<file path="config.mk">
export PLATFORM = sky130hd
export DESIGN_NAME = lcd_controller
export DESIGN_NICKNAME = d
export VERILOG_FILES = /design/src/verilog/lcd_controller.v /design/src/verilog/shift_clock_gen.v
export VERILOG_INCLUDE_DIRS = /design/src /design/src/verilog
export SDC_FILE = /design/constraint.sdc
export NUM_CORES = 1
export LEC_CHECK = 0
export BUFFER_PORTS_ARGS = -buffer_cell sky130_fd_sc_hd__buf_2
export CAP_MARGIN = 40
export CORE_UTILIZATION = 25
export DETAILED_ROUTE_END_ITERATION = 10
export GPL_TIMING_DRIVEN = 1
export PLACE_DENSITY = 0.5
export SYNTH_ARGS = -nofsm -noshare
export SYNTH_HDL_FRONTEND = slang
export SYNTH_SLANG_ARGS = --single-unit
</file>
<file path="constraint.sdc">
create_clock -name clk -period 3.48 [get_ports clk]
set_input_delay 1.044 -clock clk [delete_from_list [all_inputs] [get_ports clk]]
set_output_delay 1.044 -clock clk [all_outputs]
set_load 0.01 [all_outputs]
</file>
<file path="src/verilog/lcd_regs_map.vh">
// register map, field positions and reset values of the lcd controller register port
`ifndef LCD_REGS_MAP_VH
`define LCD_REGS_MAP_VH
`define IO_INDEX_PORT 10'h3D4
`define IO_DATA_PORT 10'h3D5
`define IO_MODE_FIRST 10'h3D8
`define IO_MODE_SECOND 10'h3DE
`define IX_START_HIGH 8'h0C
`define IX_START_LOW 8'h0D
`define IX_TIMING1 8'hC6
`define IX_TIMING2 8'hC7
`define IX_TIMING3 8'hC8
`define IX_TIMING4 8'hC9
`define IX_HRES 8'hCA
`define IX_VRES 8'hCB
`define IX_LCD_MODE 8'hCC
`define VIDEO_ENABLE_POS 3
`define PAGE_SELECT_POS 3
`define FOUR_HUNDRED_POS 0
`define VGA_MODE_POS 6
`define RESET_BYTE 8'h00
`define START_HIGH_MASK 8'h7F
`define START_LOW_MASK 8'hF8
`define MODE_FIRST_MASK 8'h08
`define MODE_SECOND_MASK 8'h09
`define PAGE_BASE_LOW 20'hB8000
`define PAGE_BASE_HIGH 20'hBC000
`define VGA_BASE 20'hA0000
`define FMT_200 2'h0
`define FMT_400 2'h1
`define FMT_480 2'h2
`define SHIFT_MIN 6'h02
`endif

</file>
<file path="src/verilog/lcd_controller.v">
// io register front end of the lcd controller: index/data ports and mode selects
`timescale 1ns/1ps
`default_nettype none
`include "lcd_regs_map.vh"
module lcd_controller (
    // clock and reset
    input wire clk,
    input wire rst,
    // host io bus
    input wire [9:0] ioAddr,
    input wire ioRead,
    input wire ioWrite,
    input wire [7:0] ioWriteData,
    output reg [7:0] ioReadData,
    output reg ioReadValid,
    // display side
    output reg panelPowerEnable,
    output reg [1:0] graphicsFormat,
    output reg [19:0] pageBase,
    output reg [11:0] displayStartField,
    output reg [7:0] horizontalRes,
    output reg [7:0] verticalRes,
    output reg [7:0] lcdModeValue,
    output reg panelShiftClock,
    output reg pixelTick
);
    reg [7:0] indexValue;
    reg [7:0] modeFirst;
    reg [7:0] modeSecond;
    reg [7:0] startHigh;
    reg [7:0] startLow;
    reg [7:0] timing1;
    reg [7:0] timing2;
    reg [7:0] timing3;
    reg [7:0] timing4;
    reg [7:0] hres;
    reg [7:0] vres;
    reg [7:0] lcdMode;
    reg [7:0] next_readData;
    reg [7:0] indexedDataValue;
    wire shiftRaw;
    wire tickRaw;

    // indexed register readback
    function [7:0] indexed_read;
        input [7:0] ix;
        begin
            if (ix == `IX_START_HIGH) begin
                indexed_read = startHigh;
            end else if (ix == `IX_START_LOW) begin
                indexed_read = startLow;
            end else if (ix == `IX_TIMING1) begin
                indexed_read = timing1;
            end else if (ix == `IX_TIMING2) begin
                indexed_read = timing2;
            end else if (ix == `IX_TIMING3) begin
                indexed_read = timing3;
            end else if (ix == `IX_TIMING4) begin
                indexed_read = timing4;
            end else if (ix == `IX_HRES) begin
                indexed_read = hres;
            end else if (ix == `IX_VRES) begin
                indexed_read = vres;
            end else if (ix == `IX_LCD_MODE) begin
                indexed_read = lcdMode;
            end else begin
                indexed_read = 8'h00;
            end
        end
    endfunction

    always @* begin
        indexedDataValue = indexed_read(indexValue);
        if (ioAddr == `IO_INDEX_PORT) begin
            next_readData = indexValue;
        end else if (ioAddr == `IO_DATA_PORT) begin
            next_readData = indexedDataValue;
        end else if (ioAddr == `IO_MODE_FIRST) begin
            next_readData = modeFirst;
        end else if (ioAddr == `IO_MODE_SECOND) begin
            next_readData = modeSecond;
        end else begin
            next_readData = 8'h00;
        end
    end

    // reserved bits are masked off on write so they always read zero
    always @(posedge clk) begin
        if (rst) begin
            indexValue <= `RESET_BYTE;
            modeFirst <= `RESET_BYTE;
            modeSecond <= `RESET_BYTE;
            startHigh <= `RESET_BYTE;
            startLow <= `RESET_BYTE;
            timing1 <= `RESET_BYTE;
            timing2 <= `RESET_BYTE;
            timing3 <= `RESET_BYTE;
            timing4 <= `RESET_BYTE;
            hres <= `RESET_BYTE;
            vres <= `RESET_BYTE;
            lcdMode <= `RESET_BYTE;
            ioReadData <= 8'h00;
            ioReadValid <= 1'b0;
        end else begin
            ioReadValid <= ioRead;
            ioReadData <= ioRead ? next_readData : 8'h00;
            if (ioWrite) begin
                if (ioAddr == `IO_INDEX_PORT) begin
                    indexValue <= ioWriteData;
                end else if (ioAddr == `IO_MODE_FIRST) begin
                    modeFirst <= ioWriteData & `MODE_FIRST_MASK;
                end else if (ioAddr == `IO_MODE_SECOND) begin
                    modeSecond <= ioWriteData & `MODE_SECOND_MASK;
                end else if (ioAddr == `IO_DATA_PORT) begin
                    // index is left alone: no auto-increment
                    if (indexValue == `IX_START_HIGH) begin
                        startHigh <= ioWriteData & `START_HIGH_MASK;
                    end else if (indexValue == `IX_START_LOW) begin
                        startLow <= ioWriteData & `START_LOW_MASK;
                    end else if (indexValue == `IX_TIMING1) begin
                        timing1 <= ioWriteData;
                    end else if (indexValue == `IX_TIMING2) begin
                        timing2 <= ioWriteData;
                    end else if (indexValue == `IX_TIMING3) begin
                        timing3 <= ioWriteData;
                    end else if (indexValue == `IX_TIMING4) begin
                        timing4 <= ioWriteData;
                    end else if (indexValue == `IX_HRES) begin
                        hres <= ioWriteData;
                    end else if (indexValue == `IX_VRES) begin
                        vres <= ioWriteData;
                    end else if (indexValue == `IX_LCD_MODE) begin
                        lcdMode <= ioWriteData;
                    end
                end
            end
        end
    end

    // display-side outputs, all registered
    always @(posedge clk) begin
        if (rst) begin
            panelPowerEnable <= 1'b0;
            graphicsFormat <= `FMT_200;
            pageBase <= `PAGE_BASE_LOW;
            displayStartField <= 12'h000;
            horizontalRes <= 8'h00;
            verticalRes <= 8'h00;
            lcdModeValue <= 8'h00;
            panelShiftClock <= 1'b0;
            pixelTick <= 1'b0;
        end else begin
            panelPowerEnable <= modeFirst[`VIDEO_ENABLE_POS];
            if (timing3[`VGA_MODE_POS]) begin
                graphicsFormat <= `FMT_480;
                pageBase <= `VGA_BASE;
            end else if (modeSecond[`FOUR_HUNDRED_POS]) begin
                graphicsFormat <= `FMT_400;
                pageBase <= `PAGE_BASE_LOW;
            end else begin
                graphicsFormat <= `FMT_200;
                // page choice only matters in the 200-line mode
                pageBase <= modeSecond[`PAGE_SELECT_POS] ?
                    `PAGE_BASE_HIGH : `PAGE_BASE_LOW;
            end
            displayStartField <= {startHigh[6:0], startLow[7:3]};
            horizontalRes <= hres;
            verticalRes <= vres;
            lcdModeValue <= lcdMode;
            panelShiftClock <= shiftRaw;
            pixelTick <= tickRaw;
        end
    end

    // clocks only run once the panel is enabled
    shift_clock_gen i_shift_clock_gen (
        .clk(clk),
        .rst(rst),
        .prescale(timing1[7:5]),
        .period(timing1[4:0]),
        .run(panelPowerEnable),
        .pixelTick(tickRaw),
        .panelShiftClock(shiftRaw)
    );
endmodule // lcd_controller
`default_nettype wire

</file>
<file path="src/verilog/shift_clock_gen.v">
// pixel clock prescaler and panel shift clock generator
`timescale 1ns/1ps
`default_nettype none
`include "lcd_regs_map.vh"
module shift_clock_gen (
    // clock and reset
    input wire clk,
    input wire rst,
    // settings
    input wire [2:0] prescale,
    input wire [4:0] period,
    input wire run,
    // outputs
    output reg pixelTick,
    output reg panelShiftClock
);
    reg [6:0] preCount;
    reg [5:0] shiftCount;
    wire [6:0] preLast = (7'h01 << prescale) - 7'h01;
    // period + 1 pixel clocks, never below two
    wire [5:0] sum = {1'b0, period} + 6'h01;
    wire [5:0] shiftLen = (sum < `SHIFT_MIN) ? `SHIFT_MIN : sum;
    always @(posedge clk) begin
        if (rst || !run) begin
            preCount <= 7'h00;
            shiftCount <= 6'h00;
            pixelTick <= 1'b0;
            panelShiftClock <= 1'b0;
        end else begin
            pixelTick <= (preCount >= preLast);
            preCount <= (preCount >= preLast) ? 7'h00 : preCount + 7'h01;
            if (preCount >= preLast) begin
                if (shiftCount >= shiftLen - 6'h01) begin
                    shiftCount <= 6'h00;
                    panelShiftClock <= 1'b1;
                end else begin
                    shiftCount <= shiftCount + 6'h01;
                    // high for the first half of each period
                    panelShiftClock <= (shiftCount + 6'h01) < (shiftLen >> 1);
                end
            end
        end
    end
endmodule // shift_clock_gen
`default_nettype wire

</file>
==> out/qor.txt <==
Max-cap violation count = 0
Syn Std Cell Area = 6550 µm²
Final std cells w/o fill = 1,121
Final Critical Period = 3.02 ns
Hold Startpoint = i_shift_clock_gen.pixelTick
Dpl cell area = 7240 µm²
Initial Utilization = 25.7%
CP startpoint kind = flop
Core area = 25,500 µm²
Max clock buf depth = 2
Synth cell types = 66
Area Growth Syn to Fin = 19.9%
Postcts setup bufs = 0
Placed insts = 1,090
Synth area leaders = dfxtp_1 (45%), mux2i_1 (12%), nor2_1 (5.5%)
Rows = 58
Worst r2r src = timing1[7]
Slew Limit Fails = 0
Antenna Violating Nets Remaining = 0
Finished Cell Area = 7860 µm²
I/O Pins = 92
Die Span Y = 164 µm
Worst Hold Slack = 0.451 ns
Leakage = 3.12 nW
EDFF count, synth = 0
Post-Syn Area per Cell = 9.24 µm²
Vias per std cell = 4.54
Max frequency = 332 MHz
Slew headroom = 52.8%
Required time worst endpoint = 3.83 ns
Post-CTS sizing = 0
Crit path max fanout = 7
Clk_skew = 0.00942 ns
TritonCTS Buffers = 17
H-Tree Level Count = 4
Final core utilization = 30.8%
FFs w/ async S/R, synth = 0%
GPL Wtd Cong = 0.866
TritonCTS clock tree = yes
Layout cells sized above 1 = 17.8%
First-pass DRT Iterations = 5
Warnings, synthesis = 0
RSZ-0062 raised after global routing = no
Final TNS setup = 0 ns
Initial DRC Count = 432
Seq/Total Area, Yosys = 44.6%
Yosys reg bits = 146
Port bufs = 74
Antenna Cells = 0
Largest net degree at the start of global routing = 64
DIE AREA = 26,800 µm²
Total wire length = 17,400 µm
CTS root buf = clkbuf_16
WS Path Type = flop to flop
Top_reg_cell synth = dfxtp_1
Most common cell in the synthesized netlist = dfxtp_1
Worst hold path type = flop to flop
Fin. Hold Viols = 0
Arrival time worst endpoint = 3.37 ns
Top post-synthesis cells by count = dfxtp_1 (146), nor2_1 (96), mux2i_1 (77)
HPWL Detailed = 12,200 µm
DRC = 0
Slew @ Worst Pin = 0.699 ns
GRT Resource Usage Total = 13.3%
Clock Sinks = 146
Worst-path clk slew = 0.06 ns
Crit end category = flop
Vias in the first global route = 4,803
Final setup viols = 0
Gate Count Post-Synth = 709
Max VDD drop = 0.293 mV
Post-synth top area share = 44.6%
Die X = 164 µm
Fin crit share = 86.7%
Yosys top cell by area = dfxtp_1
GR Overflow Total = 0
Status = finished clean
First-pass GRT wire length = 27,000 µm
Routed via count = 5,087
Cts hold-fix bufs = 0
Initial antenna violation count = 2
Critical Path Source = timing1[7]
Power Dens Cells = 468 nW/µm²
Routed length per placed instance = 15.5 µm
Clock latency at the later pin of the worst-skew pair = 0.42 ns
Fin nets = 823
final cells by class:
| cell class | count | area (µm²) |
|---|---|---|
| Sequential cell | 146 | 2920 |
| Clock inverter | 13 | 175 |
| Inverter | 12 | 45.0 |
| Fill cell | 2684 | 17600 |
| Clock buffer | 18 | 439 |
| Timing Repair Buffer | 93 | 513 |
| Multi-Input combinational cell | 509 | 3350 |
| Tap cell | 330 | 413 |
registers in the layout, summed over array words and instances (netlist names), 2 cells and up:
name                          cells
vres                              8
i_shift_clock_gen.preCount        7
indexValue                        8
modeSecond                        2
verticalRes                       8
startLow                          5
hres                              8
lcdMode                           8
lcdModeValue                      8
startHigh                         7
timing1                           8
i_shift_clock_gen.shiftCount      6
pageBase                          2
timing3                           8
ioReadData                        8
timing4                           8
timing2                           8
horizontalRes                     8
graphicsFormat                    2
displayStartField                12
per-layer routing:
metal / track usage [%] / wire length, µm
met4: 5.43 / 342
met2: 20.2 / 7740
met3: 3.48 / 818
met5: 0 / 17
met1: 17.7 / 8430
layout by cell type (no fill, tap or decap), drive strengths merged, types with 4 or more instances in the layout:
| cell | synthesis | routed |
|---|---|---|
| nor3b | 5 | 5 |
| xnor2 | 8 | 8 |
| a22o | 4 | 4 |
| nand3 | 27 | 27 |
| clkbuf | 33 | 18 |
| buf | 24 | 93 |
| a21oi | 23 | 23 |
| conb | 2 | 17 |
| nand2 | 45 | 45 |
| nand2b | 10 | 10 |
| a22oi | 7 | 7 |
| inv | 12 | 17 |
| nor2b | 43 | 43 |
| nor3 | 11 | 11 |
| xor2 | 9 | 9 |
| a21o | 6 | 6 |
| mux2 | 4 | 4 |
| dfxtp | 146 | 146 |
| o21ai | 24 | 24 |
| and2 | 4 | 4 |
| a31oi | 7 | 7 |
| mux2i | 77 | 77 |
| nor2 | 99 | 99 |
| o22ai | 10 | 10 |
| clkinv | 0 | 4 |
| ha | 22 | 22 |
worst paths after layout:
kind                                      to  slack [ns]  depth (start not counted)
min reg2reg                        pixelTick        0.45                          1
max          i_shift_clock_gen.shiftCount[0]        0.46                         11
min                                pixelTick        0.45                          1
max reg2reg  i_shift_clock_gen.shiftCount[0]        0.46                         11
logic make-up (layout without fill, tap and decap cells):
group,count (synthesis),count (layout),synth area share (%)
multiplexers,81,81,12.5
AO/OA/AOI/OAI,103,103,10.0
other,2,17,0.115
flip-flops,146,146,44.6
adder cells (fa/ha/maj),22,22,4.20
XOR/XNOR,17,17,2.27
buffers and inverters,69,136,5.12
AND/OR/NAND/NOR,269,269,21.2
power by group:
group	internal, mW	leakage (nW)	switching, mW
combinational	0.0180	1.64	0.0677
clock	1.16	0.300	0.759
sequential	1.67	1.18	0.000195
total	2.85	3.12	0.827
through the flow:
stage	setup slack, ns	power, mW
2_1_floorplan	0.537	1.77
3_3_place_gp	0.225	1.80
3_5_place_dp	0.202	1.80
4_1_cts	0.452	3.72
5_1_grt	0.122	3.80
6_report	0.463	3.67
critical path, stage by stage, from the launching register on:
cell       delay [ns]
dfxtp_1          0.37
or3_1            0.42
ha_1             0.28
xor2_1           0.18
nor2_1           0.11
a21oi_1          0.06
ha_1             0.31
o2111ai_1        0.11
o31ai_1          0.40
nand3b_1         0.23
or2_2            0.33
o21ai_0          0.15
Power figures use the tool's default switching activity.
